===== config.mk =====
export PLATFORM = sky130hd
export DESIGN_NAME = usr4_shift_register
export DESIGN_NICKNAME = d
export VERILOG_FILES = /design/src/common/usr4_pkg.sv /design/src/logic/usr4_shift_register.sv
export SDC_FILE = /design/constraint.sdc
export NUM_CORES = 1
export LEC_CHECK = 0
export BUFFER_PORTS_ARGS = -buffer_cell sky130_fd_sc_hd__buf_2
export CORE_MARGIN = 10
export CORE_UTILIZATION = 35
export DETAILED_ROUTE_END_ITERATION = 10
export GPL_ROUTABILITY_DRIVEN = 0
export HOLD_SLACK_MARGIN = 0.06
export PLACE_DENSITY = 0.63
export SLEW_MARGIN = 20
export SYNTH_ARGS = -nofsm -noshare
export SYNTH_HDL_FRONTEND = slang
export SYNTH_SLANG_ARGS = --single-unit
export TNS_END_PERCENT = 5

===== constraint.sdc =====
create_clock -name clk -period 4.9 [get_ports clk]
set_clock_uncertainty 0.05 [all_clocks]
set_input_delay 0.49 -clock clk [delete_from_list [all_inputs] [get_ports clk]]
set_output_delay 0.49 -clock clk [all_outputs]
set_load 0.03 [all_outputs]

===== src/common/usr4_pkg.sv =====
package usr4_pkg;
    // register width and reset contents
    localparam int USR4_WIDTH = 4;
    localparam logic [3:0] USR4_CLEAR_VALUE = 4'h0;
    // buffer depth limit, number of words held
    localparam logic [1:0] USR4_BUF_FULL = 2'h2;
    localparam logic [1:0] USR4_BUF_EMPTY = 2'h0;
    // operation codes, {mode_select_high, mode_select_low}
    typedef enum logic [1:0] {
        USR4_OP_HOLD  = 2'h0,
        USR4_OP_RIGHT = 2'h1,
        USR4_OP_LEFT  = 2'h2,
        USR4_OP_LOAD  = 2'h3
    } usr4_op_t;
endpackage : usr4_pkg


===== src/logic/usr4_shift_register.sv =====
// Behaviour
// - four edge-triggered bits; shift, load, hold
// - master reset low clears outputs immediately
// - two mode selects alone pick operation
// - inputs sampled only at rising edge
// - both selects low holds contents unchanged
// - shift right: serial into bit 0
// - shift left: serial into bit 3
// - both selects high loads parallel word
`timescale 1ns/1ns
module usr4_shift_register
    import usr4_pkg::*;
#(
    parameter int WIDTH = USR4_WIDTH
) (
    // clock and resets
    input wire logic clk,
    input wire logic reset,
    input wire logic master_reset_n,
    // operation select
    input wire logic mode_select_low,
    input wire logic mode_select_high,
    // serial and parallel data
    input wire logic right_serial_in,
    input wire logic left_serial_in,
    input wire logic [WIDTH-1:0] parallel_in,
    // register contents
    output logic [WIDTH-1:0] reg_out,
    // captured-word stream
    output logic capture_ready,
    output logic [WIDTH-1:0] word_out,
    output logic word_valid,
    input wire logic word_ready
);

    // register state and its next value
    logic [WIDTH-1:0] data_reg;
    logic [WIDTH-1:0] data_next;
    // two-entry buffer state
    logic [WIDTH-1:0] head_reg;
    logic [WIDTH-1:0] head_next;
    logic [WIDTH-1:0] tail_reg;
    logic [WIDTH-1:0] tail_next;
    logic [1:0] count_reg;
    logic [1:0] count_next;
    logic ready_reg;
    logic ready_next;
    // head-valid flag, kept in its own flip-flop so the port is registered
    logic valid_reg;
    logic valid_next;
    // decoded operation and handshake terms
    usr4_op_t op;
    logic push;
    logic pop;
    logic accept;
    // clear value sized to the register width
    localparam logic [WIDTH-1:0] CLEAR_WORD = WIDTH'(USR4_CLEAR_VALUE);

    // operation comes only from the two selects
    assign op = usr4_op_t'({mode_select_high, mode_select_low});

    // next register contents per operation
    always_comb begin
        data_next = data_reg;
        case (op)
            // hold: serial and parallel data ignored
            USR4_OP_HOLD: begin
                data_next = data_reg;
            end
            // shift toward bit 3, serial into bit 0
            USR4_OP_RIGHT: begin
                data_next = {data_reg[WIDTH-2:0], right_serial_in};
            end
            // shift toward bit 0, serial into bit 3
            USR4_OP_LEFT: begin
                data_next = {left_serial_in, data_reg[WIDTH-1:1]};
            end
            // parallel load of the whole word
            USR4_OP_LOAD: begin
                data_next = parallel_in;
            end
            default: begin
                data_next = data_reg;
            end
        endcase
    end

    // storage: async clear from master reset, sampling on rising edge
    always_ff @(posedge clk or negedge master_reset_n) begin
        if (!master_reset_n) begin
            data_reg <= CLEAR_WORD;
        end else if (reset) begin
            data_reg <= CLEAR_WORD;
        end else begin
            data_reg <= data_next;
        end
    end

    // outputs are the stored bits themselves
    assign reg_out = data_reg;

    // buffer handshake terms: every non-hold edge offers a new word
    assign push = (op != USR4_OP_HOLD);
    assign pop = (count_reg != USR4_BUF_EMPTY) && word_ready;
    assign accept = push && ((count_reg != USR4_BUF_FULL) || pop);

    // buffer next state
    always_comb begin
        head_next = head_reg;
        tail_next = tail_reg;
        count_next = count_reg;
        case (count_reg)
            // empty: new word becomes head
            2'h0: begin
                if (accept) begin
                    head_next = data_next;
                    count_next = 2'h1;
                end
            end
            // one word: replace, append or drain
            2'h1: begin
                if (accept && pop) begin
                    head_next = data_next;
                end else if (accept) begin
                    tail_next = data_next;
                    count_next = 2'h2;
                end else if (pop) begin
                    count_next = 2'h0;
                end
            end
            // full: advance tail, refill behind it
            2'h2: begin
                if (pop) begin
                    head_next = tail_reg;
                    if (accept) begin
                        tail_next = data_next;
                    end else begin
                        count_next = 2'h1;
                    end
                end
            end
            default: begin
                count_next = USR4_BUF_EMPTY;
            end
        endcase
        ready_next = (count_next != USR4_BUF_FULL);
        valid_next = (count_next != USR4_BUF_EMPTY);
    end

    // buffer registers
    always_ff @(posedge clk or negedge master_reset_n) begin
        if (!master_reset_n) begin
            head_reg <= CLEAR_WORD;
            tail_reg <= CLEAR_WORD;
            count_reg <= USR4_BUF_EMPTY;
            ready_reg <= 1'b1;
            valid_reg <= 1'b0;
        end else if (reset) begin
            head_reg <= CLEAR_WORD;
            tail_reg <= CLEAR_WORD;
            count_reg <= USR4_BUF_EMPTY;
            ready_reg <= 1'b1;
            valid_reg <= 1'b0;
        end else begin
            head_reg <= head_next;
            tail_reg <= tail_next;
            count_reg <= count_next;
            ready_reg <= ready_next;
            valid_reg <= valid_next;
        end
    end

    // stream outputs straight from flip-flops
    assign word_out = head_reg;
    assign word_valid = valid_reg;
    assign capture_ready = ready_reg;

    // checks
    a_reset_clears_q: assert property (@(posedge clk)
        !master_reset_n |-> (reg_out == USR4_CLEAR_VALUE))
        else $error("master reset did not clear outputs");
    a_hold_keeps_q: assert property (@(posedge clk)
        disable iff (!master_reset_n || reset)
        (op == USR4_OP_HOLD) ##1 (master_reset_n && !reset) |-> $stable(reg_out))
        else $error("hold changed the register");
    a_right_shift_q: assert property (@(posedge clk)
        disable iff (!master_reset_n || reset)
        (op == USR4_OP_RIGHT) ##1 (master_reset_n && !reset) |->
        reg_out == {$past(reg_out[WIDTH-2:0]), $past(right_serial_in)})
        else $error("shift right wrong");
    a_left_shift_q: assert property (@(posedge clk)
        disable iff (!master_reset_n || reset)
        (op == USR4_OP_LEFT) ##1 (master_reset_n && !reset) |->
        reg_out == {$past(left_serial_in), $past(reg_out[WIDTH-1:1])})
        else $error("shift left wrong");
    a_parallel_load_q: assert property (@(posedge clk)
        disable iff (!master_reset_n || reset)
        (op == USR4_OP_LOAD) ##1 (master_reset_n && !reset) |->
        reg_out == $past(parallel_in))
        else $error("parallel load wrong");
    a_mode_decides_q: assert property (@(posedge clk)
        disable iff (!master_reset_n || reset)
        (!mode_select_high && !mode_select_low) [*2] ##1 (master_reset_n && !reset)
        |-> reg_out == $past(reg_out, 2))
        else $error("register moved under hold selects");
    a_edge_sampling_q: assert property (@(posedge clk)
        disable iff (!master_reset_n || reset)
        (master_reset_n && !reset) |=> (reg_out == $past(data_next)))
        else $error("register missed edge update");
    a_four_bit_store: assert property (@(posedge clk)
        disable iff (!master_reset_n || reset)
        (op == USR4_OP_LOAD) ##1 (op == USR4_OP_HOLD) [*3] ##1 (master_reset_n && !reset)
        |-> reg_out == $past(parallel_in, 4))
        else $error("stored word lost");
    a_output_direct_q: assert property (@(posedge clk)
        disable iff (!master_reset_n || reset)
        reg_out == data_reg)
        else $error("outputs differ from stored bits");
    a_stall_holds_word: assert property (@(posedge clk)
        disable iff (!master_reset_n || reset)
        (word_valid && !word_ready) |=> (word_valid && $stable(word_out)))
        else $error("stalled word changed");
    a_buffer_never_over: assert property (@(posedge clk)
        disable iff (!master_reset_n || reset)
        count_reg <= USR4_BUF_FULL)
        else $error("buffer count overflow");

endmodule : usr4_shift_register


==> results of run 1 <==
area by class of cell:
type                       count  area (sq um)
fill                         257          1441
multi-input combinational     66         525.5
sequential                    16         401.6
timing repair buffer          21         105.1
tap                           30         37.54
clock buffer                   4         26.28
inverter                       2         7.507
power by group through the flow:
stage	sequential (mW)	combinational (mW)	clock (mW)
finish	0.151	0.0959	0.0703
global route	0.154	0.107	0.0787
CTS	0.152	0.0968	0.0736
detailed placement	0.154	0.0962	0
global placement	0.153	0.0953	0
floorplan	0.169	0.0532	0
worst max-delay path, stage by stage, from the launching register on:
cell and delay (ns):
dfrtp_1 0.44, inv_1 0.11, ha_1 0.41, or3b_1 0.39, a21o_1 0.22, mux2_1 0.33
cells by family (layout without fill, tap and decap cells):
kind of cell | after synthesis | after routing
AND/OR/NAND/NOR | 26 | 26
AO/OA/AOI/OAI | 22 | 22
flip-flops | 16 | 16
multiplexers | 14 | 14
buffers and inverters | 6 | 27
adder cells (fa/ha/maj) | 4 | 4
how the worst min path moves through the flow:
stage,endpoint,start,cells past startpoint,slack [ns]
after floorplan,count_reg[0],master_reset_n,0,0.14
after global placement,word_out[2],master_reset_n,1,0.37
after detailed placement,word_out[3],master_reset_n,1,0.37
after CTS,word_out[3],master_reset_n,1,0.06
after global routing,word_out[2],master_reset_n,1,0.06
final,word_out[2],master_reset_n,1,0.05
synth_stat cells, drive strengths merged, types with 3 or more instances:
cell and instances:
dfrtp 15, mux2 7, mux2i 7, nor2b 6, nand2 5, o2bb2ai 5
ha 4, nor2 4, o21a 4, o21ai 3
metrics by stage:
stage / std cells / hold WS, ns
6_report: 139 / 0.04980
5_1_grt: 139 / 0.06289
4_1_cts: 139 / 0.06102
3_5_place_dp: 135 / 0.3719
3_3_place_gp: 135 / 0.3652
2_1_floorplan: 88 / 0.1444
routing by layer:
| metal | track usage [%] | vias up |
|---|---|---|
| li1 | - | 365 |
| met2 | 12.34 | 18 |
| met5 | 0 | - |
| met1 | 10.11 | 349 |
| met4 | 2.581 | 0 |
| met3 | 3.401 | 2 |
==> impl_metrics.env, run 1 <==
export IMPL_status="complete, no violations"
export IMPL_max_slew_margin_pct=72.50
export IMPL_fmax_ghz=0.4856
export IMPL_synth_cell_types=36
export IMPL_ctsHoldBuffers=0
export IMPL_numCtsBuffers=3
export IMPL_power_frac_comb_pct=30.2
export IMPL_coreArea_sq_um=2545
export IMPL_swShare_pct=32.95
export IMPL_netlist_area_sq_um=954.7
export IMPL_initial_core_util_pct=37.51
export IMPL_grt_use_total_pct=8.125
export IMPL_layout_min_cycle_time_ns=2.059
export IMPL_ir_drop_v=0.0001726
export IMPL_final_nets=126
export IMPL_required_ns=5.01
export IMPL_synth_ff_type="dfrtp_1"
export IMPL_crit_end="tail_reg[1]"
export IMPL_worstMarginPinSlew_ns=0.4126
export IMPL_clkSlewWorstSetupHoldPaths_ns=0.09
export IMPL_dr_wl_met3_microns=167
export IMPL_hpwl_microns=1637
export IMPL_drv_cap=0
export IMPL_critical_path_arrival_ns=2.17
export IMPL_vias_per_cell=5.281
export IMPL_fin_tns_setup_ns=0
export IMPL_synth_xor_xnor_area_share_pct=0
export IMPL_synth_fp_nets=104
export IMPL_num_vias=734
export IMPL_grt_pass1_vias=781
export IMPL_portBuffers=21
export IMPL_place_area_sq_um=1077
export IMPL_routed_wl_microns=2055
export IMPL_p_per_area_nw_per_um2=287.8
export IMPL_p_leak_nw=0.5143
export IMPL_insertion_delay_ns=0.28
export IMPL_timing_final_ws_setup_ns=2.841
export IMPL_synth_edff_count=0
export IMPL_p_int_mw=0.2129
export IMPL_synthMuxAreaShare_pct=15.60
export IMPL_dieArea_sq_um=5216
export IMPL_synth_compound_area_share_pct=18.22
export IMPL_die_x_microns=72.23
export IMPL_post_cts_resized=0
export IMPL_grt_overflow_total=0
export IMPL_rows=18
export IMPL_worst_r2r_cell_count=5
export IMPL_met1Wirelength_microns=974
export IMPL_yosys_warnings=0
export IMPL_setup_violations=0
export IMPL_io_pins=22
export IMPL_path_max_fanout=14
export IMPL_yosys_area_share_simple_pct=15.99
export IMPL_end_kind="flop"
export IMPL_startpoint="count_reg[0]"
export IMPL_top_layer="met4"
export IMPL_grt_setup_unrepaired="no"
export IMPL_cts_root_buf="clkbuf_4"
export IMPL_die_h_microns=72.23
export IMPL_pwr_share_clk_pct=22.1
export IMPL_ys_seq_elements=16
export IMPL_dp_slack_ns=2.861
export IMPL_drt_iter0_markers=27
export IMPL_critPathKind="flop to flop"
export IMPL_ys_seq_area_share_pct=42.07
export IMPL_cts_htree_levels=1
export IMPL_drive_above_1_share_pct=27.52
export IMPL_cts_tree="built"
export IMPL_avgSynthCellArea_sq_um=10.85
export IMPL_synth_top_cells_by_area="dfrtp_1 (39%), mux2i_1 (7.3%), ha_1 (5.2%)"
export IMPL_synth_fa_ha_area_share_pct=5.242
export IMPL_async_flop_share_pct=100.0
export IMPL_clockBufferDepth=2
export IMPL_wl_per_cell_microns=14.78
export IMPL_grt_max_degree=17
export IMPL_r2r_end="tail_reg[1]"
export IMPL_stdcell_area_sq_um=1104
export IMPL_hp_class="primary input to asynchronous set/reset pin"
export IMPL_drcViolationCount=0
export IMPL_first_pass_iters=4
export IMPL_synthCells=88
export IMPL_switchingPower_mw=0.1047
export IMPL_mostFrequentLayoutCells="buf_2 (21), dfrtp_1 (15), mux2i_1 (7), nor2b_1 (6)"
export IMPL_maxSlewViolCount=0
export IMPL_worstSetupStartpointType="flop"
export IMPL_mostFrequentLayoutCell="buf_2"
export IMPL_clock_sinks=16
export IMPL_seq_power_share_pct=47.7
export IMPL_wl_met2_microns=900
export IMPL_drt_antenna_violating_nets=0
export IMPL_antenna_found_initial=0
export IMPL_post_route_util_pct=43.36
export IMPL_grt_pass1_wl_microns=3505
export IMPL_min_period_over_period_pct=42.02
export IMPL_r2r_start="count_reg[0]"
export IMPL_area_delta_synth_final_pct=15.60
export IMPL_hold_viol_final=0
export IMPL_synth_top_cell_area_share_pct=39.32
export IMPL_antenna_cells=0
export IMPL_synth_largest_area_cell="dfrtp_1"
export IMPL_fin_total_pwr_mw=0.3176
export IMPL_post_cts_setup_buffer_count=0
export IMPL_synth_top_family_by_area="compound AO/OA/AOI/OAI gates"
export IMPL_reg2reg_slack_ns=2.84
Note: power is estimated with default switching activity, not from simulation.
==> run 2, diff against run 1 <==
==> constraint.sdc (replaced) <==
create_clock -name clk -period 2 [get_ports clk]
set_clock_uncertainty 0.05 [all_clocks]
set_input_delay 0.2 -clock clk [delete_from_list [all_inputs] [get_ports clk]]
set_output_delay 0.2 -clock clk [all_outputs]
set_load 0.03 [all_outputs]
==> run 2 against run 1 <==
  * Setup slack got worse by 2.8 ns
  * Fmax is 7.3% higher
  * Wire length increased by 6.9%
  * Flip-flop and latch count did not move
  * Die area stayed put
  * Critical endpoint is now tail_reg[3]
  * Largest cell class unchanged
  * Largest power group unchanged
==> impl_metrics.env, run 2 (synthesis gave the netlist of run 1 again) <==
export IMPL_status="complete, no violations"
export IMPL_final_nets=130
export IMPL_clkSlewWorstSetupHoldPaths_ns=0.10
export IMPL_crit_chain="inv_2 > ha_2 > nand2b_4 > or3b_1 > a21o_1 > mux2_1"
export IMPL_vias_per_cell=5.385
export IMPL_layout_min_cycle_time_ns=1.918
export IMPL_rows=18
export IMPL_area_delta_synth_final_pct=21.10
export IMPL_p_per_area_nw_per_um2=728.5
export IMPL_cts_htree_levels=1
export IMPL_antenna_found_initial=0
export IMPL_hp_start="reset"
export IMPL_critPathKind="flop to flop"
export IMPL_routed_wl_microns=2197
export IMPL_drcViolationCount=0
export IMPL_end_kind="flop"
export IMPL_die_x_microns=72.23
export IMPL_critPathMaxStageDelay_ns=0.43
export IMPL_grt_use_total_pct=8.162
export IMPL_fmax_ghz=0.5213
export IMPL_grt_pass1_wl_microns=3525
export IMPL_worstMarginPinSlew_ns=0.3862
export IMPL_ir_drop_v=0.0005372
export IMPL_drive_above_1_share_pct=34.51
export IMPL_reg2reg_slack_ns=0.08
export IMPL_hpwl_microns=1747
export IMPL_r2r_end="tail_reg[3]"
export IMPL_portBuffers=21
export IMPL_grt_max_degree=17
export IMPL_p_leak_nw=0.5430
export IMPL_path_max_fanout=4
export IMPL_coreArea_sq_um=2545
export IMPL_num_fill_cells=265
export IMPL_multi_input_area_sq_um=535.5
export IMPL_timing_final_ws_setup_ns=0.08181
export IMPL_critical_path_arrival_ns=2.04
export IMPL_mostFrequentLayoutCell="buf_2"
export IMPL_drv_cap=0
export IMPL_cpMaxStageDelayCell="dfrtp_1"
export IMPL_die_h_microns=72.23
export IMPL_whs_endpoint="reg_out[3]"
export IMPL_r2r_start="count_reg[1]"
export IMPL_required_ns=2.12
export IMPL_clock_sinks=16
export IMPL_hold_path_cell_count=2
export IMPL_mostFrequentLayoutCells="buf_2 (21), dfrtp_1 (15), mux2i_1 (7), nor2b_1 (6)"
export IMPL_hp_class="primary input to flop"
export IMPL_antenna_cells=0
export IMPL_hold_viol_final=0
export IMPL_min_period_over_period_pct=95.91
export IMPL_grt_pass1_vias=778
export IMPL_numCtsBuffers=3
export IMPL_dp_slack_ns=0.007124
export IMPL_max_slew_margin_pct=74.20
export IMPL_cts_root_buf="clkbuf_4"
export IMPL_num_vias=770
export IMPL_seq_area_sq_um=401.6
export IMPL_drt_iter0_markers=9
export IMPL_setup_violations=0
export IMPL_worst_r2r_cell_count=6
export IMPL_grt_overflow_total=0
export IMPL_drt_antenna_violating_nets=0
export IMPL_first_pass_iters=4
export IMPL_fin_tns_setup_ns=0
export IMPL_insertion_delay_ns=0.28
export IMPL_grt_setup_unrepaired="no"
export IMPL_clockBufferDepth=2
export IMPL_io_pins=22
export IMPL_dieArea_sq_um=5216
export IMPL_worstSetupStartpointType="flop"
export IMPL_cts_tree="built"
export IMPL_maxSlewViolCount=0
export IMPL_wl_per_cell_microns=15.36
export IMPL_initial_core_util_pct=37.51
export IMPL_post_route_util_pct=45.43
run 2: cell count changes in the layout (fill, tap and decap cells not counted), moves of 2 or more:
cell	previous run	this run
buf_4	0	3
inv_1	2	0
inv_2	0	2
mux2_1	4	2
mux2_4	0	2
run 2: what timing repair did:
| action | 4_1_cts | 5_1_grt |
|---|---|---|
| gates resized for setup | 0 | 5 |
| hold buffers | 1 | 0 |
| endpoints found under the hold margin | 16 | 0 |
| endpoints found under the setup margin | 1 | 5 |
| setup buffers | 1 | 0 |
| pin swaps | 0 | 2 |
| gates cloned | 0 | 0 |
run 2: where the power goes:
group / leakage, nW / switching, mW / internal, mW
logic: 0.309 / 0.149 / 0.105
registers: 0.213 / 0.0180 / 0.352
clock network: 0.0210 / 0.107 / 0.111
total: 0.543 / 0.274 / 0.568
run 2: worst max-delay path: cells and delay by family (launching register included):
| kind | cells | cell delay (ns) |
|---|---|---|
| AND/OR/NAND/NOR | 2 | 0.50 |
| flip-flops | 1 | 0.43 |
| multiplexers | 1 | 0.33 |
| AO/OA/AOI/OAI | 1 | 0.26 |
| adder cells (fa/ha/maj) | 1 | 0.18 |
| buffers and inverters | 1 | 0.06 |
run 2: metrics by stage:
stage	instance area (sq um)	hold slack, ns	total power, mW	std cells
5_1_grt	1156	0.2333	0.8869	143
4_1_cts	1146	0.2062	0.8395	143
2_1_floorplan	954.7	-0.1456	0.5450	88
6_report	1156	0.2080	0.8423	143
3_5_place_dp	1092	0.07813	0.6218	137
3_3_place_gp	1092	0.07403	0.6151	137
run 2: worst max path at each step:
stage,startpoint,endpoint
global route,count_reg[0],tail_reg[3]
CTS,count_reg[0],tail_reg[1]
finish,count_reg[1],tail_reg[3]
global placement,count_reg[0],tail_reg[1]
floorplan,count_reg[0],tail_reg[0]
detailed placement,count_reg[0],tail_reg[1]
run 2: cell type report:
cell class,instances,area share [%]
multi-input combinational,66,46.32
sequential,16,34.74
timing repair buffer,25,11.90
tap,30,3.247
clock buffer,4,3.139
inverter,2,0.6493
run 2: routing by layer:
metal  global-route usage [%]  wire [microns]
met1                    9.429             962
met2                    13.22            1057
met3                    3.810             165
met4                    2.151              12
met5                        0               0
==> run 3, diff against run 2 <==
--- a/config.mk
+++ b/config.mk
@@ -8,8 +8,8 @@
 export BUFFER_PORTS_ARGS = -buffer_cell sky130_fd_sc_hd__buf_2
 export CORE_MARGIN = 10
 export CORE_UTILIZATION = 35
+export CTS_BUF_LIST = sky130_fd_sc_hd__clkbuf_16
 export DETAILED_ROUTE_END_ITERATION = 10
-export GPL_ROUTABILITY_DRIVEN = 0
 export HOLD_SLACK_MARGIN = 0.06
 export PLACE_DENSITY = 0.63
 export SLEW_MARGIN = 20
==> constraint.sdc (replaced) <==
create_clock -name clk -period 2.3 [get_ports clk]
set_clock_uncertainty 0.05 [all_clocks]
set_input_delay 0.23 -clock clk [delete_from_list [all_inputs] [get_ports clk]]
set_output_delay 0.23 -clock clk [all_outputs]
set_load 0.03 [all_outputs]
==> run 3 against run 2 <==
  * Via count fell by 4.5%
  * Utilization rose by 0.39 points
  * Register-to-register slack improved by 0.15 ns
  * Fmax fell by 7.2%
  * Total power rose by 3.6%
  * Cell area rose by 0.87%
  * Die area did not move
  * First-iteration DRC count rose by 44%
  * Sequential power fell by 13%
  * Critical path type unchanged
==> impl_metrics.env, run 3 (synthesis gave the netlist of run 1 again) <==
export IMPL_status="complete, no violations"
export IMPL_multi_input_area_sq_um=525.5
export IMPL_critPathKind="flop to flop"
export IMPL_post_cts_setup_buffer_count=0
export IMPL_grt_overflow_total=0
export IMPL_io_pins=22
export IMPL_critPathMaxStageDelay_ns=0.43
export IMPL_drcViolationCount=0
export IMPL_maxSlewViolCount=0
export IMPL_initial_core_util_pct=37.51
export IMPL_mostFrequentLayoutCells="buf_2 (21), dfrtp_1 (15), mux2i_1 (7), nor2b_1 (6)"
export IMPL_drv_cap=0
export IMPL_num_vias=735
export IMPL_grt_pass1_wl_microns=3519
export IMPL_grt_setup_unrepaired="no"
export IMPL_cpMaxStageDelayCell="ha_1"
export IMPL_p_per_area_nw_per_um2=748.2
export IMPL_mostFrequentLayoutCell="buf_2"
export IMPL_area_delta_synth_final_pct=22.15
export IMPL_layout_min_cycle_time_ns=2.067
export IMPL_coreArea_sq_um=2545
export IMPL_min_period_over_period_pct=89.88
export IMPL_cts_root_buf="clkbuf_16"
export IMPL_r2r_start="count_reg[0]"
export IMPL_numCtsBuffers=3
export IMPL_post_cts_resized=0
export IMPL_worst_r2r_cell_count=5
export IMPL_num_fill_cells=253
export IMPL_crit_chain="inv_1 > ha_1 > or3b_1 > a21o_1 > mux2_1"
export IMPL_vias_per_cell=5.250
export IMPL_dieArea_sq_um=5216
export IMPL_hpwl_microns=1613
export IMPL_die_h_microns=72.23
export IMPL_dp_slack_ns=0.2641
export IMPL_critical_path_arrival_ns=2.15
export IMPL_path_max_fanout=14
export IMPL_r2r_end="tail_reg[3]"
export IMPL_clkSlewWorstSetupHoldPaths_ns=0.05
export IMPL_rows=18
export IMPL_setup_violations=0
export IMPL_clockBufferDepth=2
export IMPL_drive_above_1_share_pct=27.27
export IMPL_gp_congestion=0.8041
export IMPL_ir_drop_v=0.0004086
export IMPL_startpoint="count_reg[0]"
export IMPL_antenna_found_initial=0
export IMPL_grt_max_degree=17
export IMPL_hold_viol_final=0
export IMPL_wl_per_cell_microns=15.26
export IMPL_first_pass_iters=4
export IMPL_grt_use_total_pct=8.512
export IMPL_die_x_microns=72.23
export IMPL_worst_path_buf_inv=1
export IMPL_final_nets=127
export IMPL_grt_pass1_vias=751
export IMPL_drt_antenna_violating_nets=0
export IMPL_hp_class="primary input to flop"
export IMPL_end_kind="flop"
export IMPL_drt_iter0_markers=13
export IMPL_dp_cells=135
export IMPL_worstMarginPinSlew_ns=0.4372
export IMPL_insertion_delay_ns=0.25
export IMPL_ctsHoldBuffers=1
export IMPL_worstSetupStartpointType="flop"
export IMPL_required_ns=2.38
export IMPL_timing_final_ws_setup_ns=0.2328
export IMPL_fin_tns_setup_ns=0
export IMPL_hold_path_cell_count=2
export IMPL_post_route_util_pct=45.82
export IMPL_final_cells=140
export IMPL_routed_wl_microns=2137
export IMPL_cts_htree_levels=1
export IMPL_fmax_ghz=0.4837
export IMPL_clock_sinks=16
export IMPL_portBuffers=21
export IMPL_cp_top_family="adder cells"
export IMPL_cts_tree="built"
export IMPL_reg2reg_slack_ns=0.23
export IMPL_max_slew_margin_pct=70.85
export IMPL_antenna_cells=0
export IMPL_seq_area_sq_um=401.6
export IMPL_p_leak_nw=0.5458
export IMPL_whs_endpoint="count_reg[1]"
export IMPL_hp_start="reset"
==> run 3: cell count changes in the layout (fill, tap and decap cells not counted) <==
cell,change
inv_2,-2
mux2_1,+2
ha_1,+1
ha_2,-1
clkbuf_16,+3
buf_4,-3
mux2_4,-2
clkbuf_8,-1
clkbuf_4,-3
inv_1,+3
==> run 3: cell type report <==
class	instances	share of cell area [%]
Tap cell	30	3.219
Sequential cell	16	34.44
Multi-Input combinational cell	66	45.06
Timing Repair Buffer	22	9.871
Clock buffer	3	6.438
Inverter	2	0.6438
Clock inverter	1	0.3219
==> run 3: through the flow <==
step / instance area (sq um) / total power [mW] / hold WS, ns
after floorplan: 954.7 / 0.4739 / -0.1156
after CTS: 1166 / 0.8865 / 0.2783
final: 1166 / 0.8725 / 0.2793
after global routing: 1166 / 0.9183 / 0.3142
after detailed placement: 1077 / 0.5335 / 0.1105
after global placement: 1077 / 0.5299 / 0.1053
==> run 3: report_power, final <==
group          internal, mW  switching, mW  leakage [nW]  total [mW]
logic                0.0813          0.125         0.291       0.207
clock network         0.231          0.112        0.0423       0.343
registers             0.308         0.0156         0.213       0.323
==> run 3: per-layer routing <==
| layer | vias to the layer above | part of all wire, % | track usage [%] |
|---|---|---|---|
| met1 | 344 | 48 | 10.02 |
| met2 | 17 | 42 | 12.05 |
| li1 | 369 | - | - |
| met4 | 0 | 2.5 | 5.161 |
| met5 | - | 0 | 0 |
| met3 | 5 | 8.2 | 4.218 |
==> run 3: worst max path at each step <==
stage                     cells past startpoint          end
final                                         5  tail_reg[3]
after global routing                          6  word_out[3]
after CTS                                     5  tail_reg[3]
after detailed placement                      6  word_out[2]
after global placement                        5  tail_reg[1]
after floorplan                               6  tail_reg[0]
